**config.mk**
```make
export PLATFORM = sky130hd
export DESIGN_NAME = pcm_pin_mode
export DESIGN_NICKNAME = d
export VERILOG_FILES = /design/src/common/pcm_pkg.sv /design/src/hw/pcm_pin_mode.sv
export SDC_FILE = /design/constraint.sdc
export NUM_CORES = 1
export LEC_CHECK = 0
export ABC_AREA = 1
export BUFFER_PORTS_ARGS = -buffer_cell sky130_fd_sc_hd__buf_2
export CAP_MARGIN = 0
export CORE_MARGIN = 3
export CORE_UTILIZATION = 49
export CTS_BUF_LIST = sky130_fd_sc_hd__clkbuf_16
export DETAILED_ROUTE_END_ITERATION = 6
export MAX_ROUTING_LAYER = met4
export PLACE_DENSITY_LB_ADDON = 0.08
export SETUP_SLACK_MARGIN = 0.1
export SYNTH_ARGS = -nofsm -noshare
export SYNTH_HDL_FRONTEND = slang
export SYNTH_SLANG_ARGS = --single-unit
```
**constraint.sdc**
```tcl
create_clock -name clk_i -period 1.9 [get_ports clk_i]
set_clock_uncertainty 0.2 [all_clocks]
set_input_delay 0.19 -clock clk_i [delete_from_list [all_inputs] [get_ports clk_i]]
set_output_delay 0.19 -clock clk_i [all_outputs]
set_load 0.02 [all_outputs]
```
**src/common/pcm_pkg.sv**
```systemverilog
// Constants and carrier types for the port C and D pin mode block.
`default_nettype none
package pcm_pkg;
	localparam int          PCM_PINS         = 8;
	localparam int          PCM_PORTS        = 2;
	localparam int          PCM_MODE_W       = 2;
	localparam int          PCM_PORT_C       = 0;
	localparam int          PCM_PORT_D       = 1;
	localparam int          PCM_DEDICATED    = 5;
	localparam logic [7:0]  PCM_OFS_C_MODE   = 8'h00;
	localparam logic [7:0]  PCM_OFS_D_MODE   = 8'h04;
	localparam logic [7:0]  PCM_OFS_LEVEL    = 8'h08;
	localparam logic [15:0] PCM_C_MODE_RESET = 16'hF000;
	localparam logic [15:0] PCM_D_MODE_RESET = 16'hF0CC;
	localparam logic [1:0]  PCM_MODE_ALT     = 2'h0;
	localparam logic [1:0]  PCM_MODE_OUT     = 2'h1;
	localparam logic [1:0]  PCM_MODE_IN_PU   = 2'h2;
	localparam logic [1:0]  PCM_MODE_IN      = 2'h3;

	typedef struct packed {
		logic        cyc;
		logic        stb;
		logic        we;
		logic [7:0]  adr;
		logic [3:0]  sel;
		logic [31:0] dat;
	} pcm_wb_req_type;

	typedef struct packed {
		logic drive_gpio;
		logic pass_alt;
		logic pull_up;
	} pcm_pin_ctl_type;
endpackage : pcm_pkg
`default_nettype wire

```
**src/hw/pcm_pin_mode.sv**
```systemverilog
// Pin mode control for ports C and D with a classic Wishbone slave.
//
// What this block does
// - Both 16-bit mode registers fully readable and writable.
// - Mode 00 gives alternate function; 01 drives output.
// - Mode 10 is input with pull-up on.
// - Mode 11 is input with pull-up off.
// - Port D pin 5: 00 dedicated, 01 never drives.
// - Port C resets pins 7,6 to 11, rest 00.
// - Port D resets pins 7,6,3,1 to 11.
//
// Our own choices: the Wishbone register port and the register offsets.
`default_nettype none
module pcm_pin_mode
	import pcm_pkg::*;
(
	input  wire logic                               clk_i,
	input  wire logic                               rst_i,
	input  wire pcm_wb_req_type                     wb_req_i,
	output logic                                    wb_ack_o,
	output logic [31:0]                             wb_dat_o,
	input  wire logic [PCM_PORTS-1:0][PCM_PINS-1:0] pad_in_i,
	output logic [PCM_PORTS-1:0][PCM_PINS-1:0]      pad_out_o,
	output logic [PCM_PORTS-1:0][PCM_PINS-1:0]      pad_oe_o,
	output logic [PCM_PORTS-1:0][PCM_PINS-1:0]      pull_up_o,
	input  wire logic [PCM_PORTS-1:0][PCM_PINS-1:0] gpio_out_i,
	output logic [PCM_PORTS-1:0][PCM_PINS-1:0]      gpio_in_o,
	input  wire logic [PCM_PORTS-1:0][PCM_PINS-1:0] alt_out_i,
	input  wire logic [PCM_PORTS-1:0][PCM_PINS-1:0] alt_oe_i,
	output logic [PCM_PORTS-1:0][PCM_PINS-1:0]      alt_in_o
);

	logic [15:0] port_c_pin_mode;
	logic [15:0] port_d_pin_mode;
	logic [PCM_PORTS-1:0][15:0] mode_all;
	logic [PCM_PORTS-1:0][PCM_PINS-1:0] sync_a;
	logic [PCM_PORTS-1:0][PCM_PINS-1:0] sync_b;
	logic [PCM_PORTS-1:0][PCM_PINS-1:0] sync_c;
	logic bus_hit;
	logic wr_c;
	logic wr_d;

	assign mode_all[PCM_PORT_C] = port_c_pin_mode;
	assign mode_all[PCM_PORT_D] = port_d_pin_mode;
	assign bus_hit = wb_req_i.cyc & wb_req_i.stb;
	// A write lands on the edge where the master samples ack high.
	assign wr_c = bus_hit & wb_req_i.we & wb_ack_o &
		(wb_req_i.adr == PCM_OFS_C_MODE);
	assign wr_d = bus_hit & wb_req_i.we & wb_ack_o &
		(wb_req_i.adr == PCM_OFS_D_MODE);

	// Turns a mode field into drive, pass-through and pull-up controls.
	function automatic pcm_pin_ctl_type pin_ctl(
		input logic [1:0] mode,
		input logic       out_ok
	);
		pcm_pin_ctl_type ctl;
		ctl = '0;
		case (mode)
			PCM_MODE_ALT: begin
				ctl.pass_alt = 1'b1;
			end
			PCM_MODE_OUT: begin
				ctl.drive_gpio = out_ok;
			end
			PCM_MODE_IN_PU: begin
				ctl.pull_up = 1'b1;
			end
			PCM_MODE_IN: begin
				ctl.pull_up = 1'b0;
			end
			default: begin
				ctl = '0;
			end
		endcase
		return ctl;
	endfunction : pin_ctl

	// The pin with only a dedicated function has no output driver.
	function automatic logic can_drive(input int port, input int pin);
		return !(port == PCM_PORT_D && pin == PCM_DEDICATED);
	endfunction : can_drive

	always_ff @(posedge clk_i) begin
		if (rst_i) begin
			wb_ack_o <= 1'b0;
		end else begin
			wb_ack_o <= bus_hit & ~wb_ack_o;
		end
	end

	always_ff @(posedge clk_i) begin
		if (rst_i) begin
			wb_dat_o <= 32'h0000_0000;
		end else if (bus_hit & ~wb_ack_o) begin
			case (wb_req_i.adr)
				PCM_OFS_C_MODE: begin
					wb_dat_o <= {16'h0000, port_c_pin_mode};
				end
				PCM_OFS_D_MODE: begin
					wb_dat_o <= {16'h0000, port_d_pin_mode};
				end
				PCM_OFS_LEVEL: begin
					wb_dat_o <= {16'h0000, gpio_in_o[PCM_PORT_D],
						gpio_in_o[PCM_PORT_C]};
				end
				default: begin
					wb_dat_o <= 32'h0000_0000;
				end
			endcase
		end
	end

	always_ff @(posedge clk_i) begin
		if (rst_i) begin
			port_c_pin_mode <= PCM_C_MODE_RESET;
		end else if (wr_c) begin
			if (wb_req_i.sel[0]) begin
				port_c_pin_mode[7:0] <= wb_req_i.dat[7:0];
			end
			if (wb_req_i.sel[1]) begin
				port_c_pin_mode[15:8] <= wb_req_i.dat[15:8];
			end
		end
	end

	// Port D pin 5 stores 01 like any value; only the driver refuses it.
	always_ff @(posedge clk_i) begin
		if (rst_i) begin
			port_d_pin_mode <= PCM_D_MODE_RESET;
		end else if (wr_d) begin
			if (wb_req_i.sel[0]) begin
				port_d_pin_mode[7:0] <= wb_req_i.dat[7:0];
			end
			if (wb_req_i.sel[1]) begin
				port_d_pin_mode[15:8] <= wb_req_i.dat[15:8];
			end
		end
	end

	// Pads are asynchronous; a level counts once two late stages agree.
	always_ff @(posedge clk_i) begin
		if (rst_i) begin
			sync_a <= '0;
			sync_b <= '0;
			sync_c <= '0;
		end else begin
			sync_a <= pad_in_i;
			sync_b <= sync_a;
			sync_c <= sync_b;
		end
	end

	always_ff @(posedge clk_i) begin
		if (rst_i) begin
			gpio_in_o <= '0;
		end else begin
			for (int p = 0; p < PCM_PORTS; p++) begin
				for (int n = 0; n < PCM_PINS; n++) begin
					if (sync_b[p][n] == sync_c[p][n]) begin
						gpio_in_o[p][n] <= sync_c[p][n];
					end
				end
			end
		end
	end

	// Every pad control is registered so a register write cannot glitch
	// pins whose field did not change.
	always_ff @(posedge clk_i) begin
		if (rst_i) begin
			pad_out_o <= '0;
			pad_oe_o  <= '0;
			pull_up_o <= '0;
			alt_in_o  <= '1;
		end else begin
			for (int p = 0; p < PCM_PORTS; p++) begin
				for (int n = 0; n < PCM_PINS; n++) begin
					pcm_pin_ctl_type c;
					c = pin_ctl(mode_all[p][2*n +: PCM_MODE_W],
						can_drive(p, n));
					pull_up_o[p][n] <= c.pull_up;
					if (c.drive_gpio) begin
						pad_out_o[p][n] <= gpio_out_i[p][n];
						pad_oe_o[p][n]  <= 1'b1;
					end else if (c.pass_alt) begin
						pad_out_o[p][n] <= alt_out_i[p][n];
						pad_oe_o[p][n]  <= alt_oe_i[p][n];
					end else begin
						pad_out_o[p][n] <= 1'b0;
						pad_oe_o[p][n]  <= 1'b0;
					end
					// Idle high keeps a deselected peripheral quiet.
					alt_in_o[p][n] <= c.pass_alt ? gpio_in_o[p][n] : 1'b1;
				end
			end
		end
	end
endmodule : pcm_pin_mode
`default_nettype wire

```
After elaboration in Yosys (flattened, before gate mapping)
Index checks and enable logic that the tools add are counted.
- equality and inequality tests: 49
- bitwise gates (word level): 23
- reduce and logical (&&, ||, !) cells: 37
- mux-type cells: 144
- operators by type and width (operator ; count):
    1-bit two-way mux ; 143
    16-bit case mux with 3 select lines ; 1
    2-bit equality test (second input constant) ; 16
    2-bit logical NOT ; 16
    2-bit OR reduction ; 16
    2-bit by 1-bit equality test with 1-bit output (second input constant) ; 15
    1-bit NOT ; 17
    1-bit equality test ; 16
    8-bit by 3-bit equality test with 1-bit output (second input constant) ; 1
    8-bit by 4-bit equality test with 1-bit output (second input constant) ; 1
    8-bit logical NOT ; 1
    2-bit AND reduction ; 4
    1-bit bitwise AND ; 6
- flip-flop bits (word level): 193
- output and inout port bits: 113
- word-level logic and storage cells: 303
- input port bits: 113

Depth between registers and ports, before layout
Gate-level depths: netlist of run 1.
- word-level depth: 5
- depth in mapped cells: 8
- mapped depth without buffers: 7

Least setup slack after synthesis of run 1
Ideal clock, no wire load.
- kind: reg-to-reg
- from: register wb_ack_o
- to: register port_c_pin_mode[6]
- setup slack: 0.347 ns
- stages on the path, launching flop included: 7
- clock period less this slack: 1.553 ns
- data arrival time: 1.235 ns
- library setup time: 0.117 ns
- path buffers: 1
- required time: 1.583 ns
- path through: dfxtp_1 nand2_1 nor2_2 nand3_4 buf_6 o21ai_1 a21oi_1
- longest elaborated chain between the ends: 3
- RTL lines (what ; RTL line ; RTL):
    from (decl) ; pcm_pin_mode.sv:20 ; output logic wb_ack_o,
    from (signal assigned) ; pcm_pin_mode.sv:88 ; wb_ack_o <= bus_hit & ~wb_ack_o;
    1-bit bitwise AND (2 in a row) ; pcm_pin_mode.sv:47 ; assign wr_c = bus_hit & wb_req_i.we & wb_ack_o &
    2-bit AND reduction (no source line) ; n/a ;
    to (signal assigned) ; pcm_pin_mode.sv:119 ; port_c_pin_mode[7:0] <= wb_req_i.dat[7:0];
    to (decl) ; pcm_pin_mode.sv:33 ; logic [15:0] port_c_pin_mode;
Every way passes these cells.
A chain may end at the register's enable or synchronous reset.

Final worst setup path of run 1
- from: register port_c_pin_mode[12]
- to: register pad_out_o[6] (netlist bit)
- longest elaborated chain between the ends: 5
- elaborated cells on any way between the ends: 8
- classes of those cells: eq/ne (1); mux (6); reduce/logical (1)
- RTL lines (what ; RTL line ; RTL):
    from (signal assigned) ; pcm_pin_mode.sv:122 ; port_c_pin_mode[15:8] <= wb_req_i.dat[15:8];
    2-bit logical NOT ; pcm_pin_mode.sv:59 ; case (mode)
    1-bit two-way mux ; pcm_pin_mode.sv:59 ;
    1-bit two-way mux ; pcm_pin_mode.sv:171 ; if (rst_i) begin
    1-bit two-way mux ; pcm_pin_mode.sv:186 ; end else if (c.pass_alt) begin
    1-bit two-way mux (*) ; pcm_pin_mode.sv:183 ; if (c.drive_gpio) begin
    to (signal, indexed assignment) ; pcm_pin_mode.sv:184 ; pad_out_o[p][n] <= gpio_out_i[p][n];
    to (signal, indexed assignment) ; pcm_pin_mode.sv:187 ; pad_out_o[p][n] <= alt_out_i[p][n];
    to (decl) ; pcm_pin_mode.sv:23 ; output logic [PCM_PORTS-1:0][PCM_PINS-1:0] pad_out_o,
Mark *: on every way between the ends. The rest lies on a longest branch, timed or not. The select of a mux whose other input is x is not followed.

==> results of run 1 <==
[power groups by stage]
stage | sequential [mW] | combinational (mW) | clock [mW]
6_report | 3.81 | 0.554 | 3.48
5_1_grt | 3.82 | 0.605 | 3.69
4_1_cts | 3.81 | 0.548 | 3.51
3_5_place_dp | 3.90 | 0.425 | 0
3_3_place_gp | 3.89 | 0.418 | 0
2_1_floorplan | 3.94 | 0.215 | 0
[sequential cells by signal, indices dropped and copies added (netlist names)]
| register | cells |
|---|---|
| wb_dat_o | 16 |
| sync_c | 16 |
| port_c_pin_mode | 16 |
| gpio_in_o | 16 |
| sync_a | 16 |
| alt_in_o | 16 |
| pad_oe_o | 16 |
| pad_out_o | 16 |
| pull_up_o | 16 |
| wb_ack_o | 1 |
| sync_b | 16 |
| port_d_pin_mode | 16 |
[cells in the mapped netlist (all sizes together)]
| cell | instances | share of area |
|---|---|---|
| nor2 | 126 | 0.083 |
| o211ai | 4 | 0.0047 |
| o21ai | 27 | 0.022 |
| a21oi | 44 | 0.039 |
| nor3 | 13 | 0.012 |
| nand3 | 76 | 0.072 |
| conb | 1 | 0.00059 |
| clkbuf | 6 | 0.0051 |
| inv | 104 | 0.062 |
| nand2 | 96 | 0.063 |
| a211oi | 16 | 0.019 |
| dfxtp | 177 | 0.56 |
| buf | 37 | 0.041 |
| o21a | 15 | 0.018 |
[final timing paths]
| path | startpoint | endpoint | slack (ns) | cells past startpoint |
|---|---|---|---|---|
| max reg2reg | port_c_pin_mode[12] | pad_out_o[6] | 0.20 | 4 |
| max | port_c_pin_mode[12] | pad_out_o[6] | 0.20 | 4 |
| min | wb_req_i[32] | port_c_pin_mode[5] | 0.02 | 3 |
| min reg2reg | sync_a[8] | sync_b[8] | 0.20 | 2 |
[logic make-up (layout without fill, tap and decap cells)]
family,Yosys count,in the layout
compound gates,106,106
buf+inv,147,416
flops,177,177
other cells,1,16
simple gates,311,311
[through the flow]
stage                     worst slack [ns]  std cells   util
after floorplan                      0.347        757      -
after detailed placement             0.200       1081  0.598
after global placement               0.234       1081  0.598
after CTS                            0.111       1194  0.712
final                                0.201       1194  0.713
after global routing                 0.139       1194  0.713
[metal layers]
layer / track usage / up-vias
li1: - / 2861
met1: 0.290 / 2613
met2: 0.428 / 177
met3: 0.0490 / 26
met4: 0.0766 / 0
met5: - / -
[repair_timing]
action                     4_1_cts  5_1_grt
hold endpoints to repair        82        0
hold buffers                    82        0
resized for setup                0        2
setup endpoints to repair        0       13
[worst max-delay path, stage by stage (launching register included)]
cell and delay (ns):
dfxtp_1 0.45, inv_1 0.13, o21ai_0 0.19, nor2_1 0.06, dlygate4sd3_1 0.55
[final cells by class]
| type | instances | area (µm²) | area share |
|---|---|---|---|
| clock buffers | 17 | 425 | 0.0485 |
| clock inverters | 14 | 158 | 0.0180 |
| inverters | 104 | 390 | 0.0445 |
| multi-input cells | 433 | 2180 | 0.249 |
| flip-flops and latches | 177 | 3540 | 0.404 |
| well taps | 168 | 210 | 0.0240 |
| repair buffers | 281 | 1870 | 0.213 |
==> flow_summary.toml, run 1 <==
[outcome]
outcome = "completed"

[sta]
setup_viol = 0
holdWs_ns = 0.0192
hold_viol = 0
fin_tns_setup_ns = 0
timing.fmax_mhz = 589
rsz0062_at_grt = "false"
fin_crit_ns = 1.70
slew_viol_final = 0
fin_crit_sh = 0.894

[clock_tree]
cts_max_level = 4
path_clk_slew_ns = 0.06
root_buffer = "clkbuf_16"
cts_max_path_buffers = 2
insertion_delay_ns = 0.42
post_cts_buffers = 0
clkSinkCount = 177
cts_tree = "yes"
numCtsBuffers = 17

[drt]
first_iter_violations = 363
wl_met1_um = 7010
wl_per_cell_um = 14.3
drt_first_pass_iters = 4
route.met2.wl_um = 8800
wl_met3_um = 1000
drt_wl_total_um = 17100
final_antenna_net_count = 0
viasPerCell = 4.75
post-route-drc-count = 0
top_layer = "met4"
vias = 5677

[synth]
synthAdderAreaFrac = 0
syn_area_mm2 = 0.00634
yosysUniqueCellTypes = 31
muxShareOfSynthArea = 0
ys_seq_area_frac = 0.559
synth_warnings = 0
avgSynthCellArea_um2 = 8.54
ys_ff_latch = 177
synth-xor-area-share = 0
synthSimpleGateAreaFrac = 0.230
synth_compound_area_frac = 0.103
synth_top_family_by_area = "simple AND/OR/NAND/NOR gates"
syn_inst = 742

[global_route]
antenna_found_initial = 0
grt_max_degree = 85
grt_pass1_vias = 5559
grt_usage = 0.247
grt_pass1_wl_um = 27400
grt.overflow.total = 0

[die]
start_util = 0.515
row_count = 40
die_h_um = 120
core_area_mm2 = 0.0123
die_w_um = 120
die_area_mm2 = 0.0143
io_pins = 226

[power_and_ir_drop]
internal_power_mw = 6.19
pwr-share-clk = 0.444
switching_share = 0.212
total_power_mw = 7.85
p_switching_mw = 1.66
power_frac_comb = 0.071
p_leak_nw = 4.24
sequentialPowerShare = 0.486
p_per_area_mw_per_mm2 = 895
ir_drop_mv = 0.641

[placed_design]
dp_hpwl_um = 11400
place_congestion = 0.819
place_area_mm2 = 0.00736
io_buffer_count = 190

[finish]
syn2layout_area_growth_pct = 38.4
final_cell_mix = "189 x buf_2, 177 x dfxtp_1, 119 x nor2_1"
nFillCells = 1021
postLayoutCellArea_mm2 = 0.00877
diodes = 0
mostFrequentLayoutCell = "buf_2"
nets = 1127
drive_gt1_frac = 0.260

[setup_path]
crit_path_end_kind = "flip-flop"
cp.arrival_ns = 1.80
critPathKind = "reg2reg"
start_kind = "flip-flop"
worst_ep_required_time_ns = 2.01
crit_fanout = 5

[run]
cap_violations = 0

[worst_hold_path]
hp-class = "in2reg"
Power figures use the tool's default switching activity.
==> run 2: changes to the inputs <==
--- a/config.mk
+++ b/config.mk
@@ -10,7 +10,6 @@
 export CAP_MARGIN = 0
 export CORE_MARGIN = 3
 export CORE_UTILIZATION = 49
-export CTS_BUF_LIST = sky130_fd_sc_hd__clkbuf_16
 export DETAILED_ROUTE_END_ITERATION = 6
 export MAX_ROUTING_LAYER = met4
 export PLACE_DENSITY_LB_ADDON = 0.08
==> run 2 against run 1 <==
- highest routed layer unchanged
- design area is 0.57% higher
- largest power group unchanged
- clock power is 6.9% higher
- core utilization rose by 0.41 points
- global-route usage is 0.085 points lower
- worst hold slack better by 0.0034 ns
- clock-buffer cell count up 10
- sequential share of layout area shrank 0.23 points
- sequential power barely moved
- combinational power barely moved
- sequential cell count stayed put
==> flow_summary.toml, run 2 (same netlist as run 1, synthesis figures left out) <==
[drt]
drt_first_pass_iters = 5
first_iter_violations = 365
vias = 5722
post-route-drc-count = 0
wl_per_cell_um = 14.3
final_antenna_net_count = 0
drt_wl_total_um = 17000
viasPerCell = 4.79

[finish]
drive_gt1_frac = 0.265
final_util = 0.717
final_cell_mix = "189 x buf_2, 177 x dfxtp_1, 119 x nor2_1"
syn2layout_area_growth_pct = 39.2
instances_no_fill = 1194
mostFrequentLayoutCell = "buf_2"
nFillCells = 1012
diodes = 0
nets = 1127

[clock_tree]
numCtsBuffers = 17
cts_max_level = 4
root_buffer = "clkbuf_16"
clkSinkCount = 177
path_clk_slew_ns = 0.06
insertion_delay_ns = 0.42
cts_tree = "yes"
cts_max_path_buffers = 2

[die]
die_w_um = 120
core_area_mm2 = 0.0123
die_h_um = 120
io_pins = 226
start_util = 0.515
row_count = 40
die_area_mm2 = 0.0143

[global_route]
grt_usage = 0.246
grt.overflow.total = 0
grt_pass1_wl_um = 27300
grt_max_degree = 85
grt_pass1_vias = 5578
antenna_found_initial = 0

[sta]
rsz0062_at_grt = "false"
holdWs_ns = 0.0226
fin_crit_ns = 1.69
hold_viol = 0
timing.fmax_mhz = 591
setup_viol = 0
fin_crit_sh = 0.890
fin_tns_setup_ns = 0
slew_viol_final = 0

[power_and_ir_drop]
ir_drop_mv = 0.657
total_power_mw = 8.09
p_per_area_mw_per_mm2 = 916
p_leak_nw = 4.25

[setup_path]
cpPeakStageDelay_ns = 0.55
critPathKind = "reg2reg"
worst_ep_required_time_ns = 2.00
path_cells = "inv_1 > o21ai_0 > nor2_1 > dlygate4sd3_1"
crit_path_end_kind = "flip-flop"
cp.arrival_ns = 1.80
crit_fanout = 5
cp_top_family = "buffers and inverters"
start_kind = "flip-flop"
path_buf_inv = 2
cp_slowest_cell = "dlygate4sd3_1"

[worst_hold_path]
hp-class = "in2reg"

[run]
cap_violations = 0

[placed_design]
dp_hpwl_um = 11400
place_congestion = 0.819
io_buffer_count = 190
dp.cells = 1081

[outcome]
outcome = "completed"
run 2: worst register-to-register path: stages (launching register included):
cell and delay, ns:
dfxtp_1 0.45, inv_1 0.13, o21ai_0 0.19, nor2_1 0.06, dlygate4sd3_1 0.55
run 2: worst paths after layout:
kind	endpoint	cells past startpoint	from	slack (ns)
setup / recovery	pad_out_o[6]	4	port_c_pin_mode[12]	0.21
hold reg to reg	sync_b[14]	2	sync_a[14]	0.20
setup reg to reg	pad_out_o[6]	4	port_c_pin_mode[12]	0.21
hold / removal	port_c_pin_mode[5]	3	wb_req_i[32]	0.02
run 2: repair_timing:
item                                    4_1_cts  5_1_grt
hold endpoints to repair                     82        0
buffers inserted                              0        0
resized for setup                             0        2
hold buffers                                 82        0
endpoints found under the setup margin        0       12
run 2: through the flow:
step                worst slack [ns]  cell area [µm²]
detailed placement             0.200             7360
floorplan                      0.347             6390
CTS                            0.124             8810
finish                         0.208             8820
global placement               0.234             7360
global route                   0.145             8820
run 2: where the power goes:
group	internal (mW)	leakage [nW]	switching, mW
clock network	2.37	0.308	1.34
registers	3.79	1.44	0.0240
logic	0.253	2.49	0.302
total	6.42	4.25	1.67
run 2: final cells by class:
| cell class | count | area, µm² | area share |
|---|---|---|---|
| repair buffers | 281 | 1870 | 0.212 |
| clock inverters | 4 | 120 | 0.0136 |
| clock buffers | 27 | 513 | 0.0581 |
| inverters | 104 | 390 | 0.0442 |
| flip-flops and latches | 177 | 3540 | 0.402 |
| well taps | 168 | 210 | 0.0238 |
| multi-input cells | 433 | 2180 | 0.247 |
run 2: metal layers:
metal  track usage  vias up  part of all wire
li1              -     2860                 -
met1         0.288     2643              0.42
met2         0.425      191              0.51
met3        0.0495       28             0.055
met4        0.0816        0             0.018
met5             -        -                 0
